<file path="config.mk">
export PLATFORM = sky130hd
export DESIGN_NAME = xrs_top
export DESIGN_NICKNAME = d
export VERILOG_FILES = /design/src/core/xrs_pkg.sv /design/src/core/xrs_sync_if.sv /design/src/core/xrs_sync.sv /design/src/core/xrs_top.sv
export SDC_FILE = /design/constraint.sdc
export NUM_CORES = 1
export LEC_CHECK = 0
export ABC_CLOCK_PERIOD_IN_PS = 2900
export BUFFER_PORTS_ARGS = -buffer_cell sky130_fd_sc_hd__buf_2
export CAP_MARGIN = 0
export CELL_PAD_IN_SITES_DETAIL_PLACEMENT = 1
export CELL_PAD_IN_SITES_GLOBAL_PLACEMENT = 1
export CORE_MARGIN = 5
export CORE_UTILIZATION = 29
export CTS_BUF_LIST = sky130_fd_sc_hd__clkbuf_2 sky130_fd_sc_hd__clkbuf_4 sky130_fd_sc_hd__clkbuf_8
export CTS_CLUSTER_DIAMETER = 120
export DETAILED_ROUTE_END_ITERATION = 10
export PLACE_DENSITY_LB_ADDON = 0.1
export REMOVE_ABC_BUFFERS = 1
export SYNTH_ARGS = -nofsm -noshare
export SYNTH_HDL_FRONTEND = slang
export SYNTH_SLANG_ARGS = --single-unit
export TNS_END_PERCENT = 10
</file>
<file path="constraint.sdc">
create_clock -name SYS_CLK -period 2.9 [get_ports SYS_CLK]
set_clock_uncertainty 0.15 [all_clocks]
set_input_delay 0 -clock SYS_CLK [delete_from_list [all_inputs] [get_ports SYS_CLK]]
set_output_delay 0 -clock SYS_CLK [all_outputs]
set_load 0.01 [all_outputs]
</file>
<file path="src/core/xrs_pkg.sv">
// Constants shared by the transceiver reset sequencer and its synchroniser.
// Assumes one reconfiguration-rate clock and user logic that inverts its resets.
//
// Summary of operation
// - Incoming reset requests are synchronised before starting any sequence.
// - Transmit side drives PLL power-down and watches PLL lock.
// - PLL power-down is held eleven cycles (count 0 to ten) when a sequence starts.
// - Transmit side drives analog and digital resets, reads calibration busy, reports ready.
// - Receive side drives analog and digital resets, reads busy and data lock.
// - Integrated-tile variants sequence resets internally; this block is then unused.

`default_nettype none

package xrs_pkg;

	// ---------------------------------------------------------------
	// Timing counts, in cycles of the reconfiguration clock.
	// ---------------------------------------------------------------
	localparam int unsigned XRS_CNT_W         = 4;
	localparam logic [3:0]  XRS_PLL_PD_CYCLES = 4'ha;
	localparam logic [3:0]  XRS_RX_AN_CYCLES  = 4'ha;
	localparam logic [3:0]  XRS_SETTLE_CYCLES = 4'h4;

	// ---------------------------------------------------------------
	// Synchroniser lanes.
	// ---------------------------------------------------------------
	localparam int unsigned XRS_SYNC_W     = 6;
	localparam int unsigned XRS_L_TX_REQ   = 0;
	localparam int unsigned XRS_L_RX_REQ   = 1;
	localparam int unsigned XRS_L_PLL_LOCK = 2;
	localparam int unsigned XRS_L_TX_CAL   = 3;
	localparam int unsigned XRS_L_RX_CAL   = 4;
	localparam int unsigned XRS_L_CDR_LOCK = 5;
	localparam logic [5:0]  XRS_SYNC_RST   = 6'h00;

	// Sequencer states; Gray order along the usual path.
	typedef enum logic [1:0] {
		XRS_S_HOLD   = 2'h0,
		XRS_S_WAIT   = 2'h1,
		XRS_S_SETTLE = 2'h3,
		XRS_S_READY  = 2'h2
	} xrs_state_t;

endpackage

`default_nettype wire

</file>
<file path="src/core/xrs_sync_if.sv">
// Bundle between the top sequencer and its input synchroniser.
// Assumes both ends share the reconfiguration clock.
`timescale 1ns/10ps
`default_nettype none

interface xrs_sync_if;
	logic [xrs_pkg::XRS_SYNC_W-1:0] raw;
	logic [xrs_pkg::XRS_SYNC_W-1:0] synced;

	modport sink (input raw, output synced);
	modport user (output raw, input synced);
endinterface

`default_nettype wire

</file>
<file path="src/core/xrs_sync.sv">
// Two-stage synchroniser for every request, lock and busy input of the sequencer.
// Assumes inputs may change at any time relative to the clock.
`timescale 1ns/10ps
`default_nettype none

module xrs_sync (
	input  wire logic  clk,
	input  wire logic  arst_n,
	xrs_sync_if.sink   bus
);

	logic [xrs_pkg::XRS_SYNC_W-1:0] meta_ff;
	logic [xrs_pkg::XRS_SYNC_W-1:0] sync_ff;

	// two-flop sync.
	// The first stage feeds only the second, so a metastable level never fans out.
	always_ff @(posedge clk or negedge arst_n) begin
		if (!arst_n) begin
			meta_ff <= xrs_pkg::XRS_SYNC_RST;
			sync_ff <= xrs_pkg::XRS_SYNC_RST;
		end else begin
			meta_ff <= bus.raw;
			sync_ff <= meta_ff;
		end
	end

	assign bus.synced = sync_ff;

endmodule // xrs_sync

`default_nettype wire

</file>
<file path="src/core/xrs_top.sv">
// Transmit and receive transceiver reset sequencers on one reconfiguration clock.
// Assumes the reset requests are already inverted to active high by user logic.
`timescale 1ns/10ps
`default_nettype none

module xrs_top (
	input  wire logic SYS_CLK,
	input  wire logic ARST_N,
	input  wire logic TX_RESET_REQ,
	input  wire logic RX_RESET_REQ,
	input  wire logic TX_PLL_LOCKED,
	input  wire logic TX_CAL_BUSY,
	input  wire logic RX_CAL_BUSY,
	input  wire logic RX_CDR_DATA_LOCK,
	output var  logic TX_PLL_POWERDOWN,
	output var  logic TX_ANALOG_RESET,
	output var  logic TX_DIGITAL_RESET,
	output var  logic TX_READY,
	output var  logic RX_ANALOG_RESET,
	output var  logic RX_DIGITAL_RESET,
	output var  logic RX_READY
);

	// tile variants bypass.
	// Integrated-tile link cores sequence their own resets, so this block is left out there.

	// ---------------------------------------------------------------
	// Input synchronisation.
	// ---------------------------------------------------------------

	xrs_sync_if sbus ();

	logic tx_req;
	logic rx_req;
	logic pll_lock;
	logic tx_cal;
	logic rx_cal;
	logic cdr_lock;

	// requests crossed.
	// Every request, lock and busy pin passes the synchroniser because lock and busy come from other clocks; ARST_N does not.
	assign sbus.raw[xrs_pkg::XRS_L_TX_REQ]   = TX_RESET_REQ;
	assign sbus.raw[xrs_pkg::XRS_L_RX_REQ]   = RX_RESET_REQ;
	assign sbus.raw[xrs_pkg::XRS_L_PLL_LOCK] = TX_PLL_LOCKED;
	assign sbus.raw[xrs_pkg::XRS_L_TX_CAL]   = TX_CAL_BUSY;
	assign sbus.raw[xrs_pkg::XRS_L_RX_CAL]   = RX_CAL_BUSY;
	assign sbus.raw[xrs_pkg::XRS_L_CDR_LOCK] = RX_CDR_DATA_LOCK;

	xrs_sync u_sync (
		.clk    (SYS_CLK),
		.arst_n (ARST_N),
		.bus    (sbus.sink)
	);

	assign tx_req   = sbus.synced[xrs_pkg::XRS_L_TX_REQ];
	assign rx_req   = sbus.synced[xrs_pkg::XRS_L_RX_REQ];
	assign pll_lock = sbus.synced[xrs_pkg::XRS_L_PLL_LOCK];
	assign tx_cal   = sbus.synced[xrs_pkg::XRS_L_TX_CAL];
	assign rx_cal   = sbus.synced[xrs_pkg::XRS_L_RX_CAL];
	assign cdr_lock = sbus.synced[xrs_pkg::XRS_L_CDR_LOCK];

	// ---------------------------------------------------------------
	// Transmit sequencer.
	// ---------------------------------------------------------------

	xrs_pkg::xrs_state_t             tx_state_ff;
	xrs_pkg::xrs_state_t             nxt_tx_state;
	logic [xrs_pkg::XRS_CNT_W-1:0]   tx_cnt_ff;
	logic [xrs_pkg::XRS_CNT_W-1:0]   nxt_tx_cnt;
	logic                            tx_good;

	assign tx_good = pll_lock && !tx_cal;

	// power-down count.
	// A request restarts the whole sequence from any state but hold, where the count runs on, so the PLL is re-powered.
	always_comb begin
		nxt_tx_state = tx_state_ff;
		nxt_tx_cnt   = tx_cnt_ff;
		case (tx_state_ff)
			xrs_pkg::XRS_S_HOLD: begin
				if (tx_cnt_ff != xrs_pkg::XRS_PLL_PD_CYCLES) begin
					nxt_tx_cnt = tx_cnt_ff + 4'h1;
				end else if (!tx_req) begin
					nxt_tx_state = xrs_pkg::XRS_S_WAIT;
					nxt_tx_cnt   = '0;
				end
			end
			xrs_pkg::XRS_S_WAIT: begin
				if (tx_good) begin
					nxt_tx_state = xrs_pkg::XRS_S_SETTLE;
					nxt_tx_cnt   = '0;
				end
			end
			xrs_pkg::XRS_S_SETTLE: begin
				if (!tx_good) begin
					nxt_tx_state = xrs_pkg::XRS_S_WAIT;
				end else if (tx_cnt_ff == xrs_pkg::XRS_SETTLE_CYCLES) begin
					nxt_tx_state = xrs_pkg::XRS_S_READY;
				end else begin
					nxt_tx_cnt = tx_cnt_ff + 4'h1;
				end
			end
			xrs_pkg::XRS_S_READY: begin
				if (!tx_good) begin
					nxt_tx_state = xrs_pkg::XRS_S_WAIT;
				end
			end
			default: begin
				nxt_tx_state = xrs_pkg::XRS_S_HOLD;
				nxt_tx_cnt   = '0;
			end
		endcase
		if (tx_req) begin
			nxt_tx_state = xrs_pkg::XRS_S_HOLD;
			nxt_tx_cnt   = (tx_state_ff == xrs_pkg::XRS_S_HOLD) ? nxt_tx_cnt : '0;
		end
	end

	// Transmit state and counter.
	always_ff @(posedge SYS_CLK or negedge ARST_N) begin
		if (!ARST_N) begin
			tx_state_ff <= xrs_pkg::XRS_S_HOLD;
			tx_cnt_ff   <= '0;
		end else begin
			tx_state_ff <= nxt_tx_state;
			tx_cnt_ff   <= nxt_tx_cnt;
		end
	end

	// transmit resets.
	// Outputs are registered from the next state so they move with the state itself.
	always_ff @(posedge SYS_CLK or negedge ARST_N) begin
		if (!ARST_N) begin
			TX_PLL_POWERDOWN <= 1'b1;
			TX_ANALOG_RESET  <= 1'b1;
			TX_DIGITAL_RESET <= 1'b1;
			TX_READY         <= 1'b0;
		end else begin
			TX_PLL_POWERDOWN <= (nxt_tx_state == xrs_pkg::XRS_S_HOLD);
			TX_ANALOG_RESET  <= (nxt_tx_state == xrs_pkg::XRS_S_HOLD);
			TX_DIGITAL_RESET <= (nxt_tx_state != xrs_pkg::XRS_S_READY);
			TX_READY         <= (nxt_tx_state == xrs_pkg::XRS_S_READY);
		end
	end

	// ---------------------------------------------------------------
	// Receive sequencer.
	// ---------------------------------------------------------------

	xrs_pkg::xrs_state_t             rx_state_ff;
	xrs_pkg::xrs_state_t             nxt_rx_state;
	logic [xrs_pkg::XRS_CNT_W-1:0]   rx_cnt_ff;
	logic [xrs_pkg::XRS_CNT_W-1:0]   nxt_rx_cnt;
	logic                            rx_good;

	assign rx_good = cdr_lock && !rx_cal;

	// receive sequence.
	// Losing data lock only re-asserts the digital reset; the analog side keeps running.
	always_comb begin
		nxt_rx_state = rx_state_ff;
		nxt_rx_cnt   = rx_cnt_ff;
		case (rx_state_ff)
			xrs_pkg::XRS_S_HOLD: begin
				if (rx_cnt_ff != xrs_pkg::XRS_RX_AN_CYCLES) begin
					nxt_rx_cnt = rx_cnt_ff + 4'h1;
				end else if (!rx_req) begin
					nxt_rx_state = xrs_pkg::XRS_S_WAIT;
					nxt_rx_cnt   = '0;
				end
			end
			xrs_pkg::XRS_S_WAIT: begin
				if (rx_good) begin
					nxt_rx_state = xrs_pkg::XRS_S_SETTLE;
					nxt_rx_cnt   = '0;
				end
			end
			xrs_pkg::XRS_S_SETTLE: begin
				if (!rx_good) begin
					nxt_rx_state = xrs_pkg::XRS_S_WAIT;
				end else if (rx_cnt_ff == xrs_pkg::XRS_SETTLE_CYCLES) begin
					nxt_rx_state = xrs_pkg::XRS_S_READY;
				end else begin
					nxt_rx_cnt = rx_cnt_ff + 4'h1;
				end
			end
			xrs_pkg::XRS_S_READY: begin
				if (!rx_good) begin
					nxt_rx_state = xrs_pkg::XRS_S_WAIT;
				end
			end
			default: begin
				nxt_rx_state = xrs_pkg::XRS_S_HOLD;
				nxt_rx_cnt   = '0;
			end
		endcase
		if (rx_req) begin
			nxt_rx_state = xrs_pkg::XRS_S_HOLD;
			nxt_rx_cnt   = (rx_state_ff == xrs_pkg::XRS_S_HOLD) ? nxt_rx_cnt : '0;
		end
	end

	// Receive state and counter.
	always_ff @(posedge SYS_CLK or negedge ARST_N) begin
		if (!ARST_N) begin
			rx_state_ff <= xrs_pkg::XRS_S_HOLD;
			rx_cnt_ff   <= '0;
		end else begin
			rx_state_ff <= nxt_rx_state;
			rx_cnt_ff   <= nxt_rx_cnt;
		end
	end

	always_ff @(posedge SYS_CLK or negedge ARST_N) begin
		if (!ARST_N) begin
			RX_ANALOG_RESET  <= 1'b1;
			RX_DIGITAL_RESET <= 1'b1;
			RX_READY         <= 1'b0;
		end else begin
			RX_ANALOG_RESET  <= (nxt_rx_state == xrs_pkg::XRS_S_HOLD);
			RX_DIGITAL_RESET <= (nxt_rx_state != xrs_pkg::XRS_S_READY);
			RX_READY         <= (nxt_rx_state == xrs_pkg::XRS_S_READY);
		end
	end

endmodule // xrs_top

`default_nettype wire

</file>
==> impl_metrics.toml <==
[floorplanning]
fp-row-count = 25
start_util = 0.3008
die_y_um = 80.23
die_area_um2 = 6436
io_pins = 15
design.core.area_um2 = 4755
die_w_um = 80.23

[clock_network]
cts_max_path_buffers = 2
htree_levels = 2
cts_tree = "done"
hold_buffers = 7
clock-sinks = 30
cts_setup_buffers = 0
cts_resized = 0
clkTransAtPathRegs_ns = 0.07
root_buffer = "clkbuf_8"
insertion_delay_ns = 0.28
cts_buffers = 5

[placed_design]
gp_congestion = 0.7736
port_buffers = 14
dpl-instance-area_um2 = 1562
post-place-cells = 204
hpwl_um = 2127

[layout]
fill_cells = 546
final_util = 0.3732
layout.nets = 165
n_antenna_cell = 0
area_delta_synth_final_pct = 24.06
fin_cells = 219
design_area_um2 = 1774
drive_gt1_frac = 0.2763

[worst_setup_path]
end_kind = "flop"
critPathMaxFanout = 6
cp.required_ns = 2.93
r2r-end = "rx_cnt_ff[1]"
startpoint_type = "flop"
r2r-start = "rx_cnt_ff[0]"
worstRegToRegCells = 6
r2r_slack_ns = 1.15
crit_type = "reg2reg"
arrival_ns = 1.78

[power_and_ir_drop]
powerDensity_nw_per_um2 = 905.7
p_leak_nw = 0.7726
power_frac_clock = 0.331
p_sw_mw = 0.5078
intPower_mw = 1.099
seqPwrFrac = 0.385
switching_share = 0.3160
ir_drop_mv = 0.2572
combPwrFrac = 0.284

[logic_synthesis]
yosys_warnings = 0
async_reset_ff_frac = 1.000
ys_seq_area_frac = 0.5284
synth_cell_types = 46
synth_top_area_frac = 0.4549
syn_area_um2 = 1430
synth_ff_type = "dfrtp_1"
synth_most_common_cell = "dfrtp_1"
synth_top_cell_by_area = "dfrtp_1"
syn_avg_cell_area_um2 = 11.26
ys_seq_elements = 30
synthTopCellsByCount = "26 x dfrtp_1, 9 x inv_1, 8 x nand2_1, 7 x nor2_1, 6 x ha_1"
synth-edff-count = 0
synthCells = 127
ys_top_cells_by_area = "dfrtp_1 45%, dfstp_2 7.3%, ha_1 5.2%"

[outcome]
status = "finished, final reports clean"

[sta]
finalCritPeriodShare = 0.6038
min_period_ns = 1.751
setup_viol = 0
hold_viol_final = 0
max_slew_margin = 0.5542
rsz0062_at_grt = "no"
tightestPinTransition_ns = 0.6688
fin_tns_setup_ns = 0
drv_slew = 0
holdWs_ns = 0.1351
max_freq_ghz = 0.5711

[drt]
drcViolationCount = 0
first_pass_iters = 3
vias = 1036
wl_met2_um = 1316
drt_iter0_markers = 19
maxUsedRoutingLayer = "met4"
wl_met1_um = 1432
drt_wl_total_um = 2977
ant_nets = 0
wl_met3_um = 165
wl_per_cell_um = 13.59
vias_per_cell = 4.731

[global_routing]
grt_pass1_vias = 1124
grt_start_max_net_pins = 31
grt_usage = 0.1129
grt_pass1_wl_um = 5478
antenna_found_initial = 0
gr-total-overflow = 0

[flow_run]
max_cap_violations = 0

[worst_hold_path]
hp-class = "in2async"
-- sequential cells by signal, summed over array words and instances, names as in the netlist --
signal             count
u_sync.meta_ff         6
RX_DIGITAL_RESET       1
TX_DIGITAL_RESET       1
TX_ANALOG_RESET        1
rx_state_ff            2
RX_ANALOG_RESET        1
RX_READY               1
rx_cnt_ff              4
u_sync.bus.synced      6
tx_state_ff            2
TX_READY               1
tx_cnt_ff              4
-- cells in the final DEF, fill, tap and decap left out, drive strengths merged, types with 7 or more instances in the layout --
cell / count
dfrtp: 26
buf: 14
inv: 10
nand2: 9
nor2: 7
dlygate4sd3: 7
o21ai: 7
-- critical path: stages (launching register included) --
cell      delay, ns
dfrtp_1        0.43
inv_1          0.11
ha_1           0.22
and3b_4        0.20
nor4_4         0.28
o221ai_1       0.16
o311ai_1       0.11
-- power groups by stage --
| stage | Clock (mW) | Sequential (mW) | Combinational (mW) |
|---|---|---|---|
| final | 0.531 | 0.619 | 0.457 |
| after global routing | 0.568 | 0.636 | 0.519 |
| after CTS | 0.549 | 0.617 | 0.465 |
| after detailed placement | 0 | 0.623 | 0.453 |
| after global placement | 0 | 0.620 | 0.450 |
| after floorplan | 0 | 0.596 | 0.354 |
-- metal layers --
layer  track usage  vias to the layer above
met1        0.1425                      519
met2        0.1689                       19
met3       0.04148                        7
met5             0                        -
li1              -                      491
met4       0.05574                        0
-- cell type report --
| class | instances | area (um^2) | share of cell area |
|---|---|---|---|
| tap | 67 | 83.83 | 0.04725 |
| clock buffer | 6 | 82.58 | 0.04654 |
| timing repair buffer | 21 | 140.1 | 0.07898 |
| multi-input combinational | 83 | 614.3 | 0.3463 |
| sequential | 30 | 755.7 | 0.4260 |
| clock inverter | 2 | 60.06 | 0.03385 |
| inverter | 10 | 37.54 | 0.02116 |
-- cell families (layout without fill, tap and decap cells) --
logic type / Yosys count / after routing / synth area share
buffers and inverters: 14 / 39 / 0.04199
flip-flops: 30 / 30 / 0.5284
AND/OR/NAND/NOR: 48 / 48 / 0.2222
adder cells (fa/ha/maj): 6 / 6 / 0.05249
AO/OA/AOI/OAI: 26 / 26 / 0.1365
XOR/XNOR: 3 / 3 / 0.01838
-- how the worst max path moves through the flow --
| stage | startpoint | endpoint | cells after the start |
|---|---|---|---|
| 2_1_floorplan | rx_cnt_ff[0] | rx_cnt_ff[1] | 6 |
| 6_report | rx_cnt_ff[0] | rx_cnt_ff[1] | 6 |
| 5_1_grt | rx_cnt_ff[0] | rx_cnt_ff[1] | 6 |
| 4_1_cts | rx_cnt_ff[0] | rx_cnt_ff[1] | 6 |
| 3_5_place_dp | rx_cnt_ff[0] | rx_cnt_ff[1] | 6 |
| 3_3_place_gp | rx_cnt_ff[0] | rx_cnt_ff[1] | 6 |
-- through the flow --
stage | power (mW) | worst slack (ns)
floorplan | 0.9500 | 1.339
global placement | 1.070 | 1.158
detailed placement | 1.077 | 1.140
CTS | 1.631 | 1.139
global route | 1.724 | 1.022
finish | 1.607 | 1.149
No activity file was read; power rests on OpenSTA's default activity.
